**src/sfs_pkg.sv**
```systemverilog
package sfs_pkg;

  // ****************************************************************
  // Frame layout
  // ****************************************************************
  localparam int FRAME_BITS    = 32;
  localparam int CMD_MSB       = 31;
  localparam int CMD_LSB       = 28;
  localparam int FIXED_MSB     = 27;
  localparam int FIXED_LSB     = 24;
  localparam int ADDR_MSB      = 23;
  localparam int ADDR_LSB      = 17;
  localparam int BSEL_BIT      = 16;
  localparam int WDATA_MSB     = 15;
  localparam int WDATA_LSB     = 8;
  localparam int SDREQ_ZERO_MSB = 27;
  localparam int SDREQ_ZERO_LSB = 8;
  localparam int CRC_MSB       = 7;
  localparam int CRC_LSB       = 0;

  // ****************************************************************
  // Command codes
  // ****************************************************************
  localparam logic [3:0] CMD_ERROR = 4'h0;
  localparam logic [3:0] CMD_WRITE = 4'h8;
  localparam logic [3:0] CMD_READ  = 4'hC;

  // ****************************************************************
  // Status codes and CRC
  // ****************************************************************
  localparam logic [1:0] BST_OK    = 2'h0;
  localparam logic [1:0] BST_ERROR = 2'h3;
  localparam logic [7:0] CRC_POLY  = 8'h1D;
  localparam logic [7:0] CRC_SEED  = 8'hFF;

  // ****************************************************************
  // Timing and sizing
  // ****************************************************************
  localparam int CLK_PERIOD_NS = 25;
  localparam int SYNC_STAGES   = 2;
  localparam int FIFO_DEPTH    = 8;

endpackage

```
**src/sfs_fifo.sv**
```systemverilog
`timescale 1ns/100ps
module sfs_fifo #(
  parameter int WIDTH = 32,
  parameter int DEPTH = 8
) (
  input  wire logic             clk,
  input  wire logic             rst,
  input  wire logic             in_valid,
  output logic                  in_ready,
  input  wire logic [WIDTH-1:0] in_data,
  output logic                  out_valid,
  input  wire logic             out_ready,
  output logic      [WIDTH-1:0] out_data
);
  localparam int AW = $clog2(DEPTH);

  initial begin
    if (DEPTH < 2 || (1 << AW) != DEPTH) $error("DEPTH must be a power of two");
  end

  logic [WIDTH-1:0] mem_q [DEPTH];
  logic [AW:0]      wr_q;
  logic [AW:0]      wr_d;
  logic [AW:0]      rd_q;
  logic [AW:0]      rd_d;
  logic             push;
  logic             pop;

  // ****************************************************************
  // Pointers
  // ****************************************************************
  assign in_ready  = (wr_q - rd_q) != (AW+1)'(DEPTH);
  assign out_valid = wr_q != rd_q;
  assign push      = in_valid && in_ready;
  assign pop       = out_valid && out_ready;
  assign out_data  = mem_q[rd_q[AW-1:0]];

  always_comb begin
    wr_d = push ? wr_q + (AW+1)'(1) : wr_q;
    rd_d = pop ? rd_q + (AW+1)'(1) : rd_q;
  end

  always_ff @(posedge clk) begin
    if (rst) begin
      wr_q <= '0;
      rd_q <= '0;
    end else begin
      wr_q <= wr_d;
      rd_q <= rd_d;
    end
    if (push) begin
      mem_q[wr_q[AW-1:0]] <= in_data;
    end
  end
endmodule // sfs_fifo

```
**src/sfs_spi_slave.sv**
```systemverilog
// Overview of operation
// - One 32-bit packet per select; slave only
// - Sample on rise, shift on fall
// - Most significant bit first
// - Response returned in the following packet
// - Ignore clock and data while deselected
// - Sensor response: echo, status, sample, crc
// - Read returns odd byte high, even low
// - Read answered only without errors
// - Read data captured at select rise
`timescale 1ns/100ps
module sfs_spi_slave
  import sfs_pkg::*;
#(
  parameter int ADDR_W = 7
) (
  input  wire logic        clk,
  input  wire logic        rst,
  input  wire logic        sclk,
  input  wire logic        ss_n,
  input  wire logic        mosi,
  output logic             miso,
  output logic             miso_oe,
  output logic             cmd_valid,
  input  wire logic        cmd_ready,
  output logic [31:0]      cmd_frame,
  output logic             reg_wr_stb,
  output logic [6:0]       reg_word_addr,
  output logic             byte_select,
  output logic [7:0]       reg_wr_data,
  input  wire logic [15:0] reg_rd_pair,
  input  wire logic [11:0] sensor_sample,
  input  wire logic [1:0]  sensor_ext_res,
  input  wire logic [1:0]  detail_status,
  input  wire logic        sensor_valid,
  output logic             proto_err,
  output logic             overflow_err
);

  initial begin
    if (ADDR_W != 7) $error("ADDR_W must be 7");
  end

  // ****************************************************************
  // Helpers
  // ****************************************************************
  function automatic logic [7:0] crc8(input logic [23:0] d);
    logic [7:0] c;
    c = CRC_SEED;
    for (int i = 23; i >= 0; i--) begin
      c = (c[7] ^ d[i]) ? {c[6:0], 1'b0} ^ CRC_POLY : {c[6:0], 1'b0};
    end
    return c;
  endfunction

  function automatic logic is_sensor_cmd(input logic [3:0] c);
    return c[0];
  endfunction

  // ****************************************************************
  // Input synchronisers
  // ****************************************************************
  logic [2:0] sclk_s_q;
  logic [2:0] ss_s_q;
  logic [1:0] mosi_s_q;
  logic       sclk_rise;
  logic       sclk_fall;
  logic       sel;
  logic       ss_rise;

  always_ff @(posedge clk) begin
    if (rst) begin
      sclk_s_q <= '0;
      ss_s_q   <= '1;
      mosi_s_q <= '0;
    end else begin
      sclk_s_q <= {sclk_s_q[1:0], sclk};
      ss_s_q   <= {ss_s_q[1:0], ss_n};
      mosi_s_q <= {mosi_s_q[0], mosi};
    end
  end

  assign sel       = !ss_s_q[1];
  assign sclk_rise = sel && sclk_s_q[1] && !sclk_s_q[2];
  assign sclk_fall = sel && !sclk_s_q[1] && sclk_s_q[2];
  assign ss_rise   = ss_s_q[1] && !ss_s_q[2];

  // ****************************************************************
  // Shift engine
  // ****************************************************************
  logic [31:0] rx_q;
  logic [31:0] rx_d;
  logic [31:0] tx_q;
  logic [31:0] tx_d;
  logic [5:0]  cnt_q;
  logic [5:0]  cnt_d;
  logic [31:0] resp_q;
  logic [31:0] resp_d;
  logic        miso_q;
  logic        miso_d;
  logic        ss_fall;

  assign ss_fall = !ss_s_q[1] && ss_s_q[2];

  always_comb begin
    rx_d   = rx_q;
    tx_d   = tx_q;
    cnt_d  = cnt_q;
    miso_d = miso_q;
    if (ss_fall) begin
      tx_d   = resp_q;
      miso_d = resp_q[31];
      cnt_d  = '0;
    end else if (sclk_rise) begin
      rx_d  = {rx_q[30:0], mosi_s_q[1]};
      cnt_d = (cnt_q == 6'(FRAME_BITS)) ? cnt_q : cnt_q + 6'd1;
    end else if (sclk_fall) begin
      tx_d   = {tx_q[30:0], 1'b0};
      miso_d = tx_q[30];
    end
  end

  // ****************************************************************
  // Command decode at select release
  // ****************************************************************
  typedef enum logic [2:0] {
    SFS_IDLE = 3'b001,
    SFS_EXEC = 3'b010,
    SFS_PUSH = 3'b100
  } sfs_state_t;

  sfs_state_t  st_q;
  sfs_state_t  st_d;
  logic [31:0] cmd_q;
  logic [31:0] cmd_d;
  logic [15:0] rdpair_q;
  logic [15:0] rdpair_d;
  logic        perr_q;
  logic        perr_d;
  logic        oerr_q;
  logic        oerr_d;
  logic        wr_q;
  logic        wr_d;
  logic        f_in_ready;
  logic [3:0]  c;
  logic        bad;
  logic [23:0] body;

  assign c    = cmd_q[CMD_MSB:CMD_LSB];
  assign body = {c, cmd_q[FIXED_MSB:WDATA_LSB]};

  always_comb begin
    st_d     = st_q;
    cmd_d    = cmd_q;
    rdpair_d = rdpair_q;
    perr_d   = perr_q;
    oerr_d   = oerr_q;
    wr_d     = 1'b0;
    resp_d   = resp_q;
    bad      = 1'b0;
    case (st_q)
      SFS_IDLE: begin
        if (ss_rise) begin
          cmd_d    = rx_q;
          rdpair_d = reg_rd_pair;
          perr_d   = cnt_q != 6'(FRAME_BITS);
          st_d     = SFS_EXEC;
        end
      end
      SFS_EXEC: begin
        bad = perr_q || crc8(body) != cmd_q[CRC_MSB:CRC_LSB];
        if (is_sensor_cmd(c)) begin
          bad = bad || cmd_q[SDREQ_ZERO_MSB:SDREQ_ZERO_LSB] != '0;
        end else if (c == CMD_READ || c == CMD_WRITE) begin
          bad = bad || cmd_q[FIXED_MSB:FIXED_LSB] != '0;
        end else begin
          bad = 1'b1;
        end
        perr_d = bad;
        if (bad || oerr_q) begin
          resp_d = {CMD_ERROR, BST_ERROR, 26'h0};
        end else if (is_sensor_cmd(c)) begin
          resp_d = {c[0], c[3:1], sensor_valid ? BST_OK : BST_ERROR,
                    sensor_sample, sensor_ext_res, 2'b00, detail_status, 8'h00};
        end else if (c == CMD_READ) begin
          resp_d = {c[0], c[3:1], BST_OK, 2'b00, rdpair_q, 8'h00};
        end else begin
          resp_d = {c[0], c[3:1], BST_OK, 2'b00, 8'h00,
                    cmd_q[WDATA_MSB:WDATA_LSB], 8'h00};
          wr_d   = 1'b1;
        end
        resp_d[CRC_MSB:CRC_LSB] = crc8(resp_d[31:8]);
        st_d = SFS_PUSH;
      end
      SFS_PUSH: begin
        oerr_d = !f_in_ready;
        st_d   = SFS_IDLE;
      end
      default: st_d = SFS_IDLE;
    endcase
  end

  always_ff @(posedge clk) begin
    if (rst) begin
      rx_q     <= '0;
      tx_q     <= '0;
      cnt_q    <= '0;
      miso_q   <= 1'b0;
      resp_q   <= {CMD_ERROR, BST_ERROR, 26'h0};
      st_q     <= SFS_IDLE;
      cmd_q    <= '0;
      rdpair_q <= '0;
      perr_q   <= 1'b0;
      oerr_q   <= 1'b0;
      wr_q     <= 1'b0;
    end else begin
      rx_q     <= rx_d;
      tx_q     <= tx_d;
      cnt_q    <= cnt_d;
      miso_q   <= miso_d;
      resp_q   <= resp_d;
      st_q     <= st_d;
      cmd_q    <= cmd_d;
      rdpair_q <= rdpair_d;
      perr_q   <= perr_d;
      oerr_q   <= oerr_d;
      wr_q     <= wr_d;
    end
  end

  // ****************************************************************
  // Outputs and command queue
  // ****************************************************************
  assign miso          = miso_q;
  assign miso_oe       = sel;
  assign reg_wr_stb    = wr_q;
  assign reg_word_addr = cmd_q[ADDR_MSB:ADDR_LSB];
  assign byte_select   = cmd_q[BSEL_BIT];
  assign reg_wr_data   = cmd_q[WDATA_MSB:WDATA_LSB];
  assign proto_err     = perr_q;
  assign overflow_err  = oerr_q;

  sfs_fifo #(
    .WIDTH (FRAME_BITS),
    .DEPTH (FIFO_DEPTH)
  ) u_fifo (
    .clk       (clk),
    .rst       (rst),
    .in_valid  (st_q == SFS_PUSH && !perr_q),
    .in_ready  (f_in_ready),
    .in_data   (cmd_q),
    .out_valid (cmd_valid),
    .out_ready (cmd_ready),
    .out_data  (cmd_frame)
  );

endmodule // sfs_spi_slave

```
**config.mk**
```make
export PLATFORM = sky130hd
export DESIGN_NAME = sfs_spi_slave
export DESIGN_NICKNAME = d
export VERILOG_FILES = /design/src/sfs_pkg.sv /design/src/sfs_fifo.sv /design/src/sfs_spi_slave.sv
export SDC_FILE = /design/constraint.sdc
export NUM_CORES = 1
export LEC_CHECK = 0
export ABC_CLOCK_PERIOD_IN_PS = 15400
export BUFFER_PORTS_ARGS = -buffer_cell sky130_fd_sc_hd__buf_2
export CORE_MARGIN = 4
export CORE_UTILIZATION = 55
export DETAILED_ROUTE_END_ITERATION = 8
export PLACE_DENSITY = 0.74
export SLEW_MARGIN = 20
export SYNTH_ARGS = -nofsm -noshare
export SYNTH_HDL_FRONTEND = slang
export SYNTH_HIERARCHICAL = 1
export SYNTH_SLANG_ARGS = --single-unit
```
**constraint.sdc**
```tcl
create_clock -name clk -period 15.4 [get_ports clk]
set_input_delay 1.54 -clock clk [delete_from_list [all_inputs] [get_ports clk]]
set_output_delay 1.54 -clock clk [all_outputs]
set_load 0.01 [all_outputs]
```
==> summary.md <==
| Metric | Value |
|---|---|
| Post-synth top area cell | `edfxtp_1` |
| Area share of the largest cell type after synthesis | `0.4186` |
| Crit path kind | `register to register` |
| Cts bufs inserted | `42` |
| Largest net degree at the start of global routing | `76` |
| Fin crit share | `0.3011` |
| Pre-Repair DR Iteration Count | `5` |
| Antenna-violating nets left | `0` |
| Minimum clock period | `between 4 and 5 ns` |
| EDFF count, synth | `around 260` |
| Clk_lat worst skew | `0.54 ns` |
| Post-synth top flop | `edfxtp_1` |
| Reg2reg end | `resp_q[4]$_SDFFE_PP0P_` |
| Sequential area share after synthesis | `0.6083` |
| Clk_skew | `roughly 0.012 ns` |
| R2r setup slk | `roughly 11 ns` |
| Most used cell, CP | `xor3_1` |
| DRT Wirelength | `38090 um` |
| Sum of negative setup slack | `0 ns` |
| Reg2Reg Depth | `10` |
| Slowest cell on crit path | `dfxtp_1` |
| Share of flip-flops with an asynchronous set or reset | `0` |
| Crit-path max FO | `24` |
| Total of warnings raised by yosys | `6` |
| Worst Setup EP | `resp_q[4]$_SDFFE_PP0P_` |
| Slew @ Worst Pin | `between 1 and 1.5 ns` |
| PortBufs | `between 90 and 100` |
| GRT Total Usage | `0.2125` |
| Largest cells by area after synthesis | `edfxtp_1 (42%), dfxtp_1 (19%), mux4_2 (7.8%)` |
| R2r startpoint | `cmd_q[30]$_SDFFE_PP0P_` |
| Max Cap Viol | `0` |
| Dpl hpwl | `about 23000 um` |
| Standard-cell row count | `66` |
| Final nets | `approximately 1400` |
| Met3 usage | `0.02966` |
| Die Ht | `~190 um` |
| Area of the multi-input gates | `between 6000 and 7000 um^2` |
| Share of post-route cells with drive strength above 1 | `0.2219` |
| CP endpoint kind | `register` |
| Slew Viols, Final | `0` |
| Worst IR Drop VDD | `a little over 90 uV` |
| Die X-Extent | `approximately 190 um` |
| Clk sinks | `between 400 and 500` |
| Count of cell types in the netlist | `60` |
| P_leak | `a little over 0.007 uW` |
| Flops & latches, synth | `between 400 and 500` |
| CORE AREA | `about 33000 um^2` |
| Hold buffer count at CTS | `0` |
| Global-route layer with the greatest usage | `met2` |
| Area delta synth->final | `11.60%` |
| Reg clk slew, reported paths | `about 0.06 ns` |
| # diodes | `0` |
| Vias in the first global route | `between 10000 and 15000` |
| Pwr/cell area | `~110 nW/um^2` |
| Worst Path Arrival | `between 5 and 6 ns` |
| Worst endpoint required time | `15.85 ns` |
| Worst Setup SP | `cmd_q[30]$_SDFFE_PP0P_` |
| GR Overflow Total | `0` |
| Setup Buffers After CTS | `0` |
| Placer Congestion | `~0.87` |
| Routing usage on met2 | `0.3546` |
| Relative slew slack | `0.3051` |
| DRC | `0` |
| Crit start category | `register` |
| H-tree depth | `2` |
| Max Root-Sink Buffers | `3` |
| Final setup violation count | `0` |
| Synthesized cell area | `18360 um^2` |
| Post-DR wirelength/cell | `approximately 20 um` |
| Commonest cells post-synth | `edfxtp_1 (256), nand2_1 (195), dfxtp_1 (174), a21oi_1 (92), xnor2_1 (76)` |
| Synth Area per Inst | `about 14 um^2` |
| HP Class | `register to register` |
| Number of vias per cell | `~5.7` |
| Initial antenna violation count | `0` |
| First-pass GRT wire length | `just over 60000 um` |
| Post-CTS Resized | `0` |
| CTS tree | `built` |
| RSZ-0062 raised after global routing | `no` |
| DRT iter0 DRCs | `850` |
| Syn nets | `roughly 1400` |
| FF/Latch Area | `11180 um^2` |
| Critical path, cell by cell | `inv_1 > ha_1 > xor3_2 > xor3_1 > xor3_1 > or3b_1 > a211o_1 > a2111oi_4 > nand3_2 > o21ai_0` |
| CTS root buf | `clkbuf_16` |
| Overall Power | `around 2200 uW` |
| Fillers | `between 2000 and 2500` |
| Most common cell in the netlist | `edfxtp_1` |
| Grt met1 use | `0.2964` |
| Via count | `around 11000` |
| Fin Hold WS | `approximately 0.43 ns` |
| Final Hold Fails | `0` |
| I/O Pins | `93` |
| Slowest stage delay, CP | `between 0.7 and 0.8 ns` |
| FMAX | `215.6 MHz` |
| Die footprint | `approximately 36000 um^2` |
| Mapped Cells | `1339` |
| Starting density of the core | `0.5616` |
| Outcome | `complete, no violations` |
[per-layer routing]
layer,share of wire,vias to the layer above,routed length (um)
li1,-,5009,-
met1,0.43,5331,16520
met2,0.50,258,18860
met3,0.049,59,1869
met4,0.022,0,850
met5,0,-,0
[registers in the layout, indices dropped and copies added (netlist names), 4 cells and up, named ones only]
| name | count |
|---|---|
| u_fifo/wr_q | 4 |
| rx_q | 32 |
| resp_q | 31 |
| cmd_q | 32 |
| u_fifo/rd_q | 4 |
| tx_q | 31 |
| u_fifo/mem_q | 256 |
| cnt_q | 6 |
| rdpair_q | 16 |
[worst min-delay path by stage]
stage | to | cells past startpoint | startpoint
3_5_place_dp | ss_s_q[1]$_SDFF_PP1_ | 1 | ss_s_q[0]$_SDFF_PP1_
5_1_grt | ss_s_q[1]$_SDFF_PP1_ | 1 | ss_s_q[0]$_SDFF_PP1_
3_3_place_gp | ss_s_q[1]$_SDFF_PP1_ | 1 | ss_s_q[0]$_SDFF_PP1_
6_report | ss_s_q[1]$_SDFF_PP1_ | 1 | ss_s_q[0]$_SDFF_PP1_
4_1_cts | ss_s_q[1]$_SDFF_PP1_ | 1 | ss_s_q[0]$_SDFF_PP1_
2_1_floorplan | ss_s_q[1]$_SDFF_PP1_ | 1 | ss_s_q[0]$_SDFF_PP1_
[worst max-delay path: cells and delay by family (launching register included)]
family | cells | cell delay (ns)
XOR/XNOR | 3 | 1.22
AND/OR/NAND/NOR | 2 | 0.96
buffers and inverters | 1 | 0.16
adder cells (fa/ha/maj) | 1 | 0.38
flip-flops | 1 | 0.74
AO/OA/AOI/OAI | 3 | 1.08
[cells in the final DEF, fill, tap and decap left out, types with 15 or more instances in the layout]
| cell type | n |
|---|---|
| edfxtp_1 | 256 |
| nand2_1 | 195 |
| dfxtp_1 | 171 |
| a21oi_1 | 92 |
| buf_2 | 91 |
| xnor2_1 | 76 |
| mux4_2 | 64 |
| nor2_1 | 57 |
| clkbuf_16 | 42 |
| mux2i_1 | 38 |
| mux2_2 | 37 |
| a211oi_1 | 34 |
| xor2_1 | 28 |
| xnor3_1 | 23 |
| buf_4 | 19 |
| clkinv_2 | 15 |
[stage by stage]
stage                     worst slack (ns)  instance area [um^2]  utilization  instances
after floorplan                      10.42                 18360            -       1339
after CTS                            10.73                 20490       0.6266       1875
final                                10.76                 20490       0.6267       1875
after global routing                 10.50                 20490       0.6267       1875
after global placement               11.00                 19140       0.5854       1797
after detailed placement             10.82                 19140       0.5854       1797
[where the power goes]
| part | switching (uW) | leakage [uW] | total, uW | internal, uW |
|---|---|---|---|---|
| clock | 424 | 0.000677 | 1000 | 577 |
| combinational | 21.1 | 0.00264 | 33.5 | 12.4 |
| sequential | 3.56 | 0.00378 | 1210 | 1210 |
| total | 448 | 0.00710 | 2250 | 1800 |
[final cells by class]
class                      instances  area share
clock buffer                      49     0.05305
sequential                       430      0.5454
inverter                          13    0.002381
tap                              442     0.02698
multi-input combinational        801      0.3298
clock inverter                    29     0.01270
timing repair buffer             111     0.02973
[cells by family (layout without fill, tap and decap cells)]
logic type               Yosys count  in the layout  synth area share
AO/OA/AOI/OAI                    185            185           0.06343
XOR/XNOR                         138            138           0.09212
adder cells (fa/ha/maj)            9              9          0.006132
buffers and inverters            108            202           0.02732
flip-flops                       430            430            0.6083
multiplexers                     141            141            0.1231
AND/OR/NAND/NOR                  328            328           0.07958
(Power assumes the default switching activity.)
